### config.mk
export PLATFORM = sky130hd
export DESIGN_NAME = sgprot_top
export DESIGN_NICKNAME = d
export VERILOG_FILES = /design/src/sgprot_top.v /design/src/sgprot_delay.v
export VERILOG_INCLUDE_DIRS = /design/src /design/src/src
export SDC_FILE = /design/constraint.sdc
export NUM_CORES = 1
export LEC_CHECK = 0
export BUFFER_PORTS_ARGS = -buffer_cell sky130_fd_sc_hd__buf_2
export CELL_PAD_IN_SITES_DETAIL_PLACEMENT = 0
export CELL_PAD_IN_SITES_GLOBAL_PLACEMENT = 2
export CORE_MARGIN = 5
export CORE_UTILIZATION = 39
export CTS_BUF_LIST = sky130_fd_sc_hd__clkbuf_4 sky130_fd_sc_hd__clkbuf_8 sky130_fd_sc_hd__clkbuf_16
export DETAILED_ROUTE_END_ITERATION = 6
export PLACE_DENSITY = 0.9
export SLEW_MARGIN = 20
export SYNTH_ARGS = -nofsm -noshare
export SYNTH_HDL_FRONTEND = slang
export SYNTH_SLANG_ARGS = --single-unit
### constraint.sdc
create_clock -name clk_i -period 3.3 [get_ports clk_i]
set_input_delay 0.165 -clock clk_i [delete_from_list [all_inputs] [get_ports clk_i]]
set_output_delay 0.165 -clock clk_i [all_outputs]
set_load 0.03 [all_outputs]
### src/sgprot_regs.vh
// sgprot_regs.vh: timing counts and configuration codes for the fault block
// assumes a 100 MHz clock; included by every design file of the block
`ifndef SGPROT_REGS_VH
`define SGPROT_REGS_VH

// ==========================================================
// clock
`define SGPROT_CLK_MHZ 100
`define SGPROT_CLK_NS 10

// ==========================================================
// timing, figure in ns and derived cycles
// cycle counts sized to the delay counter, 10 ns a cycle
`define SGPROT_FLAG_DLY_NS 200
`define SGPROT_FLAG_DLY_CYC 8'h14
`define SGPROT_BLANK_NS 500
`define SGPROT_BLANK_CYC 8'h32
`define SGPROT_SATURATION_MONITOR_PIN_DLY_NS 100
`define SGPROT_SATURATION_MONITOR_PIN_DLY_CYC 8'h0a
`define SGPROT_SENSE_DLY_NS 100
`define SGPROT_SENSE_DLY_CYC 8'h0a

// ==========================================================
// codes and widths
`define SGPROT_CNT_W 8
`define SGPROT_LVL_W 3
`define SGPROT_LVL_DISABLE 3'h7
`define SGPROT_FILT_W 2
`define SGPROT_FILT_CYC0 8'h01
`define SGPROT_FILT_CYC1 8'h19
`define SGPROT_FILT_CYC2 8'h32
`define SGPROT_FILT_CYC3 8'h64

`endif

### src/sgprot_top.v
// sgprot_top.v: supply, thermal, desaturation and overcurrent supervision
// assumes comparator pins asynchronous; config ports steady, clear pulses
// What this block does
// - positive supply undervoltage forces safe state, flag
// - unlatched mode clears positive undervoltage on recovery
// - latched mode holds until recovered and cleared
// - negative supply undervoltage forces safe state, flag
// - unlatched mode clears negative undervoltage on recovery
// - latched negative undervoltage holds until cleared
// - disable code in turn-on level disables undervoltage
// - positive overvoltage latches flag and safe state
// - negative overvoltage latches flag and safe state
// - flyback input undervoltage stops flyback, auto clears
// - logic supply undervoltage enabled unless disable set
// - logic undervoltage always stops flyback controller
// - thermal warning flag follows comparator, no safe
// - thermal shutdown forces safe state, auto clears
// - switch off: monitor pin discharged, source off
// - after turn-on wait blanking, then charge capacitor
// - saturation trip: predrive high, flag 200 ns later
// - saturation comparator ignored when off or tripped
// - short saturation excursions filtered out
// - saturation protection has its own enable
// - overcurrent trip: predrive high, flag 200 ns later
// - overcurrent protection has its own enable
`timescale 1ns/1ps
`include "sgprot_regs.vh"

module sgprot_top (
   input wire clk_i,
   input wire sys_rst_i,
   // comparator results, asynchronous
   input wire pos_uv_cmp_i,
   input wire neg_uv_cmp_i,
   input wire pos_ov_cmp_i,
   input wire neg_ov_cmp_i,
   input wire flyback_uv_cmp_i,
   input wire logic_uv_cmp_i,
   input wire therm_warn_cmp_i,
   input wire therm_sdn_cmp_i,
   input wire saturation_monitor_pin_cmp_i,
   input wire sense_cmp_i,
   // configuration
   input wire undervolt_latch_select_i,
   input wire [2:0] pos_supply_turnon_level_i,
   input wire [2:0] neg_supply_turnon_level_i,
   input wire logic_supply_uv_disable_i,
   input wire saturation_protect_enable_i,
   input wire shunt_protect_enable_i,
   input wire [1:0] saturation_monitor_pin_filter_sel_i,
   // drive request and flag clears
   input wire drive_on_i,
   input wire clr_pos_uv_i,
   input wire clr_neg_uv_i,
   input wire clr_pos_ov_i,
   input wire clr_neg_ov_i,
   input wire clr_saturation_monitor_pin_i,
   input wire clr_sense_i,
   // outputs
   output reg pchannel_predrive_o,
   output reg nchannel_predrive_o,
   output reg protective_off_state_o,
   output reg flyback_stop_o,
   output reg saturation_monitor_pin_discharge_o,
   output reg saturation_monitor_pin_source_en_o,
   output reg pos_supply_undervolt_flag_o,
   output reg neg_supply_undervolt_flag_o,
   output reg pos_supply_overvolt_flag_o,
   output reg neg_supply_overvolt_flag_o,
   output reg flyback_input_undervolt_flag_o,
   output reg logic_supply_undervolt_flag_o,
   output reg thermal_warning_flag_o,
   output reg thermal_shutdown_flag_o,
   output reg saturation_fault_flag_o,
   output reg shunt_overcurrent_flag_o
);

   // ==========================================================
   // two-stage synchronisers
   reg [9:0] meta_r;
   reg [9:0] sync_r;
   always @(posedge clk_i) begin
      if (sys_rst_i) begin
         meta_r <= 10'h000;
         sync_r <= 10'h000;
      end else begin
         meta_r <= {sense_cmp_i, saturation_monitor_pin_cmp_i, therm_sdn_cmp_i,
            therm_warn_cmp_i, logic_uv_cmp_i, flyback_uv_cmp_i,
            neg_ov_cmp_i, pos_ov_cmp_i, neg_uv_cmp_i, pos_uv_cmp_i};
         sync_r <= meta_r;
      end
   end
   wire pos_uv = sync_r[0];
   wire neg_uv = sync_r[1];
   wire pos_ov = sync_r[2];
   wire neg_ov = sync_r[3];
   wire fly_uv = sync_r[4];
   wire log_uv = sync_r[5];
   wire t_warn = sync_r[6];
   wire t_sdn = sync_r[7];
   wire saturation_monitor_pin_c = sync_r[8];
   wire sense_c = sync_r[9];

   // ==========================================================
   // undervoltage enables
   wire pos_uv_en = pos_supply_turnon_level_i != `SGPROT_LVL_DISABLE;
   wire neg_uv_en = neg_supply_turnon_level_i != `SGPROT_LVL_DISABLE;
   wire log_uv_en = !logic_supply_uv_disable_i;

   // ==========================================================
   // supply flags; set wins over clear
   reg pos_uv_nxt;
   reg neg_uv_nxt;
   reg pos_ov_nxt;
   reg neg_ov_nxt;
   always @* begin
      pos_uv_nxt = pos_supply_undervolt_flag_o;
      if (!pos_uv_en)
         pos_uv_nxt = 1'b0;
      else if (pos_uv)
         pos_uv_nxt = 1'b1;
      else if (!undervolt_latch_select_i)
         pos_uv_nxt = 1'b0;
      else if (clr_pos_uv_i)
         pos_uv_nxt = 1'b0;
      neg_uv_nxt = neg_supply_undervolt_flag_o;
      if (!neg_uv_en)
         neg_uv_nxt = 1'b0;
      else if (neg_uv)
         neg_uv_nxt = 1'b1;
      else if (!undervolt_latch_select_i)
         neg_uv_nxt = 1'b0;
      else if (clr_neg_uv_i)
         neg_uv_nxt = 1'b0;
      // clear only counts once the supply has recovered
      pos_ov_nxt = pos_ov
         | (pos_supply_overvolt_flag_o & ~clr_pos_ov_i);
      neg_ov_nxt = neg_ov
         | (neg_supply_overvolt_flag_o & ~clr_neg_ov_i);
   end

   // ==========================================================
   // saturation monitor: blanking, filter, trip
   reg on_r;
   wire sw_on = on_r;
   wire blank_done;
   sgprot_delay #(.COUNT(`SGPROT_BLANK_CYC)) u_blank (
      .clk_i(clk_i),
      .sys_rst_i(sys_rst_i),
      .start_i(sw_on),
      .done_o(blank_done)
   );

   reg saturation_monitor_pin_trip_r;
   reg sense_trip_r;
   reg [`SGPROT_CNT_W-1:0] filt_r;
   reg [`SGPROT_CNT_W-1:0] filt_lim;
   always @* begin
      case (saturation_monitor_pin_filter_sel_i)
         2'h0: filt_lim = `SGPROT_FILT_CYC0;
         2'h1: filt_lim = `SGPROT_FILT_CYC1;
         2'h2: filt_lim = `SGPROT_FILT_CYC2;
         default: filt_lim = `SGPROT_FILT_CYC3;
      endcase
   end
   // comparator only looked at while on and not yet tripped
   wire saturation_monitor_pin_watch = sw_on & blank_done & ~saturation_monitor_pin_trip_r
      & saturation_protect_enable_i;
   wire saturation_monitor_pin_hit = saturation_monitor_pin_watch & saturation_monitor_pin_c & (filt_r >= filt_lim);

   always @(posedge clk_i) begin
      if (sys_rst_i || !saturation_monitor_pin_watch || !saturation_monitor_pin_c)
         filt_r <= 8'h00;
      else if (filt_r < filt_lim)
         filt_r <= filt_r + 8'h01;
   end

   wire sense_hit = sw_on & sense_c & ~sense_trip_r
      & shunt_protect_enable_i;

   // trip detection arms delays to output turn-off
   reg saturation_monitor_pin_arm_r;
   reg sense_arm_r;
   reg saturation_monitor_pin_flag_seen_r;
   reg sense_flag_seen_r;
   wire saturation_monitor_pin_off_done;
   wire sense_off_done;
   wire saturation_monitor_pin_flag_done;
   wire sense_flag_done;
   sgprot_delay #(.COUNT(`SGPROT_SATURATION_MONITOR_PIN_DLY_CYC)) u_saturation_monitor_pin_dly (
      .clk_i(clk_i),
      .sys_rst_i(sys_rst_i),
      .start_i(saturation_monitor_pin_arm_r),
      .done_o(saturation_monitor_pin_off_done)
   );
   sgprot_delay #(.COUNT(`SGPROT_SENSE_DLY_CYC)) u_sense_dly (
      .clk_i(clk_i),
      .sys_rst_i(sys_rst_i),
      .start_i(sense_arm_r),
      .done_o(sense_off_done)
   );
   sgprot_delay #(.COUNT(`SGPROT_FLAG_DLY_CYC)) u_saturation_monitor_pin_flag (
      .clk_i(clk_i),
      .sys_rst_i(sys_rst_i),
      .start_i(saturation_monitor_pin_trip_r),
      .done_o(saturation_monitor_pin_flag_done)
   );
   sgprot_delay #(.COUNT(`SGPROT_FLAG_DLY_CYC)) u_sense_flag (
      .clk_i(clk_i),
      .sys_rst_i(sys_rst_i),
      .start_i(sense_trip_r),
      .done_o(sense_flag_done)
   );

   // ==========================================================
   // fault state registers
   always @(posedge clk_i) begin
      if (sys_rst_i) begin
         saturation_monitor_pin_arm_r <= 1'b0;
         sense_arm_r <= 1'b0;
         saturation_monitor_pin_trip_r <= 1'b0;
         sense_trip_r <= 1'b0;
      end else begin
         if (saturation_monitor_pin_hit)
            saturation_monitor_pin_arm_r <= 1'b1;
         else if (saturation_monitor_pin_off_done)
            saturation_monitor_pin_arm_r <= 1'b0;
         if (saturation_monitor_pin_off_done)
            saturation_monitor_pin_trip_r <= 1'b1;
         else if (clr_saturation_monitor_pin_i && saturation_fault_flag_o)
            saturation_monitor_pin_trip_r <= 1'b0;
         if (sense_hit)
            sense_arm_r <= 1'b1;
         else if (sense_off_done)
            sense_arm_r <= 1'b0;
         if (sense_off_done)
            sense_trip_r <= 1'b1;
         else if (clr_sense_i && shunt_overcurrent_flag_o)
            sense_trip_r <= 1'b0;
      end
   end

   // ==========================================================
   // safe state and outputs
   wire safe_nxt = pos_uv_nxt | neg_uv_nxt | pos_ov_nxt | neg_ov_nxt
      | t_sdn | (log_uv & log_uv_en)
      | saturation_monitor_pin_trip_r | saturation_monitor_pin_off_done
      | sense_trip_r | sense_off_done;
   wire on_nxt = drive_on_i & ~safe_nxt;

   always @(posedge clk_i) begin
      if (sys_rst_i) begin
         on_r <= 1'b0;
         pchannel_predrive_o <= 1'b1;
         nchannel_predrive_o <= 1'b1;
         protective_off_state_o <= 1'b1;
         flyback_stop_o <= 1'b1;
         saturation_monitor_pin_discharge_o <= 1'b1;
         saturation_monitor_pin_source_en_o <= 1'b0;
         pos_supply_undervolt_flag_o <= 1'b0;
         neg_supply_undervolt_flag_o <= 1'b0;
         pos_supply_overvolt_flag_o <= 1'b0;
         neg_supply_overvolt_flag_o <= 1'b0;
         flyback_input_undervolt_flag_o <= 1'b0;
         logic_supply_undervolt_flag_o <= 1'b0;
         thermal_warning_flag_o <= 1'b0;
         thermal_shutdown_flag_o <= 1'b0;
         saturation_fault_flag_o <= 1'b0;
         shunt_overcurrent_flag_o <= 1'b0;
         saturation_monitor_pin_flag_seen_r <= 1'b0;
         sense_flag_seen_r <= 1'b0;
      end else begin
         on_r <= on_nxt;
         pchannel_predrive_o <= ~on_nxt;
         nchannel_predrive_o <= ~on_nxt;
         protective_off_state_o <= safe_nxt;
         flyback_stop_o <= fly_uv | log_uv;
         // discharge held while off and during blanking
         saturation_monitor_pin_discharge_o <= ~(on_nxt & blank_done);
         saturation_monitor_pin_source_en_o <= on_nxt & blank_done;
         pos_supply_undervolt_flag_o <= pos_uv_nxt;
         neg_supply_undervolt_flag_o <= neg_uv_nxt;
         pos_supply_overvolt_flag_o <= pos_ov_nxt;
         neg_supply_overvolt_flag_o <= neg_ov_nxt;
         flyback_input_undervolt_flag_o <= fly_uv;
         logic_supply_undervolt_flag_o <= log_uv & log_uv_en;
         thermal_warning_flag_o <= t_warn;
         thermal_shutdown_flag_o <= t_sdn;
         // set on the first expired cycle only, else a clear
         // would be undone while the delay still reads done
         saturation_monitor_pin_flag_seen_r <= saturation_monitor_pin_flag_done;
         sense_flag_seen_r <= sense_flag_done;
         if (saturation_monitor_pin_flag_done && !saturation_monitor_pin_flag_seen_r)
            saturation_fault_flag_o <= 1'b1;
         else if (clr_saturation_monitor_pin_i)
            saturation_fault_flag_o <= 1'b0;
         if (sense_flag_done && !sense_flag_seen_r)
            shunt_overcurrent_flag_o <= 1'b1;
         else if (clr_sense_i)
            shunt_overcurrent_flag_o <= 1'b0;
      end
   end
endmodule // sgprot_top

### src/sgprot_delay.v
// sgprot_delay.v: counts a held level for a fixed number of cycles
// assumes synchronous inputs on clk_i
`timescale 1ns/1ps
`include "sgprot_regs.vh"

module sgprot_delay #(
   parameter [`SGPROT_CNT_W-1:0] COUNT = 8'h01
) (
   input wire clk_i,
   input wire sys_rst_i,
   input wire start_i,
   output reg done_o
);
   reg [`SGPROT_CNT_W-1:0] cnt_r;

   // ==========================================================
   // counter restarts whenever start drops
   always @(posedge clk_i) begin
      if (sys_rst_i || !start_i) begin
         cnt_r <= 8'h00;
         done_o <= 1'b0;
      end else if (cnt_r < COUNT) begin
         cnt_r <= cnt_r + 8'h01;
         done_o <= (cnt_r + 8'h01) >= COUNT;
      end else begin
         done_o <= 1'b1;
      end
   end
endmodule // sgprot_delay

==> results.toml <==
[status]
status = "completed"

[route]
ant_nets = 0
vias = 2747
avgViaCountPerCell = 4.70
drtPass1Iterations = 4
wl_microns = 6840
drc = 0
wl_per_cell_microns = 11.7
drtIter0Drc = 113

[worst_setup_path]
startpoint_type = "flop"
worstSetupPathType = "flop to flop"
rrSetupSlack_ns = 1.22
cp-end-kind = "flop"
worst_ep_required_time_ns = 3.53
arrival_ns = 2.31
path_max_fanout = 9

[run]
drv_cap = 0

[sta]
fmax_mhz = 480
relSlewSlack_pct = 30.8
period_share_pct = 63.2
period_minus_slack_ns = 2.08
tns_ns = 0
hold_viol = 0
worst_pin_slew_ns = 1.03
hold_ws_ns = 0.0247
rsz0062_at_grt = "false"
setup_viol = 0
finClkSkew_ns = 0.0146
drv_slew = 0

[global_routing]
grt_pass1_vias = 2708
overflow = 0
grt_max_degree = 47
grt_pass1_wl_microns = 11900
grt_util_all_layers_pct = 12.4
antenna_found_initial = 0

[synthesis]
ys_ff_latch = 95
synth_xor_area_share_pct = 3.43
yosysTopAreaCell = "dfxtp_1"
synth_top_family_by_area = "simple AND/OR/NAND/NOR gates"
synth_edf_count = 0
synthesis.area_sq_mm = 0.00383
synth-compound-area-share_pct = 10.7
synth_fa_ha_area_share_pct = 7.51
synth_simple_gate_area_share_pct = 24.5
synthFlopType = "dfxtp_1"
seq_area_frac_synth_pct = 49.7
yosysTopAreaCellShare_pct = 49.7
syn-num-nets = 453
yosys-top-cells-area = "dfxtp_1 (50%), ha_1 (7.5%), nor2b_1 (6.0%), nor2_1 (3.9%), and2_1 (3.3%)"
yosys_warnings = 0
avgSynthCellArea_sq_um = 9.60
async_flop_share_pct = 0
synthMuxAreaShare_pct = 1.34
ys_types = 49
synthCells = 399

[clocking]
clk_latency_ns = 0.35
numCtsBuffers = 9
cts_hold_buf = 0
ctsResizeCount = 0
clockBufferDepth = 2
cts_setup_buffers = 0
cts_tree = "built"
clk_pin_slew_ns = 0.10
htree_num_levels = 3
cts_sinks = 95
cts_root_buf = "clkbuf_8"

[floorplan]
die_w_microns = 109
die-area_sq_mm = 0.0119
start_util_pct = 39.5
core_region_area_sq_mm = 0.00968
rows = 36
io_pins = 47
die_h_microns = 109

[placed_design]
dp_cells = 568
place.gp.congestion = 0.755
hpwlAfterDp_microns = 4900
port_buffers = 46
placed_cell_area_sq_mm = 0.00419

[power]
ir_drop_v = 0.000269
pwr_density_cell_mw_per_mm2 = 451
leakage_nw = 1.84

[layout]
final_cells = 584
utilization_pct = 45.2
area_delta_synth_final_pct = 14.3
fillers = 951
drive_above_1_share_pct = 15.5
nets = 500
layout_common_cells = "dfxtp_1 (95), buf_2 (46), nor2_1 (40)"
layout_commonest_cell = "dfxtp_1"
diodes = 0
stdcell_area_sq_mm = 0.00438

[worst_hold_path]
holdCritPathClass = "input port to flop"
[power by group]
part           internal [mW]  leakage [nW]  switching [mW]
registers               1.16         0.771         0.00618
logic                 0.0400         0.976          0.0508
clock network          0.319        0.0882           0.394
total                   1.52          1.84           0.451
[cells in the mapped netlist, drive strengths merged, types with 2 or more instances]
| library cell | n |
|---|---|
| o21ai | 16 |
| and3 | 3 |
| dfxtp | 95 |
| nand3 | 7 |
| xor2 | 8 |
| o22ai | 3 |
| a211oi | 2 |
| o21ba | 2 |
| a211o | 3 |
| a41oi | 4 |
| nand4 | 10 |
| and4b | 2 |
| nor2b | 37 |
| nand3b | 2 |
| and2 | 20 |
| nor3 | 5 |
| clkbuf | 9 |
| and4 | 2 |
| and3b | 2 |
| ha | 23 |
| a21oi | 19 |
| a31oi | 5 |
| nor2 | 41 |
| inv | 18 |
| nand2b | 11 |
| xnor2 | 7 |
| mux2i | 4 |
| nor4 | 5 |
| nand2 | 19 |
[sequential cells by signal, summed over array words and instances (netlist names), 8 cells and up]
register,count
filt_r,8
meta_r,10
sync_r,10
u_blank.cnt_r,8
u_saturation_monitor_pin_dly.cnt_r,8
u_saturation_monitor_pin_flag.cnt_r,8
u_sense_dly.cnt_r,8
u_sense_flag.cnt_r,8
[worst paths after layout]
check | from | endpoint | cells past startpoint
hold / removal | neg_uv_cmp_i | meta_r[1] | 2
hold reg to reg | u_blank.done_o | saturation_monitor_pin_discharge_o | 1
setup / recovery | filt_r[3] | filt_r[4] | 6
setup reg to reg | filt_r[3] | filt_r[4] | 6
[worst max-delay path, stage by stage, from the launching register on]
cell and delay [ns]:
dfxtp_1 0.44, ha_1 0.29, a21o_1 0.17, a211o_1 0.35
nor3_4 0.40, nand4_1 0.18, mux2i_1 0.14
[cell type report]
cell class	instances	area, sq um	share of cell area, %
flip-flops and latches	95	1900	43.5
multi-input cells	276	1820	41.6
repair buffers	46	230	5.26
well taps	133	166	3.80
clock buffers	11	151	3.46
inverters	18	67.6	1.54
clock inverters	5	40.0	0.915
[logic make-up (layout without fill, tap and decap cells)]
| family | Yosys count | count (layout) |
|---|---|---|
| and+or+nand+nor | 169 | 169 |
| DFF | 95 | 95 |
| AOI/OAI and AO/OA | 64 | 64 |
| buffers and inverters | 28 | 80 |
| adders and majority gates | 23 | 23 |
| xor gates and xnor gates | 15 | 15 |
| muxes | 5 | 5 |
[layer usage]
| metal | up-vias | track usage [%] | share of wire, % |
|---|---|---|---|
| li1 | 1465 | - | - |
| met1 | 1235 | 15.8 | 50 |
| met2 | 40 | 20.6 | 45 |
| met3 | 7 | 2.55 | 3.6 |
| met4 | 0 | 5.14 | 1.3 |
| met5 | - | 0 | 0 |
[through the flow]
| stage | power, mW | setup slack, ns |
|---|---|---|
| floorplan | 1.25 | 1.33 |
| detailed placement | 1.29 | 1.04 |
| finish | 1.97 | 1.22 |
| global placement | 1.29 | 1.08 |
| global route | 2.06 | 1.11 |
| CTS | 2.01 | 1.23 |
Power figures use the tool's default switching activity.
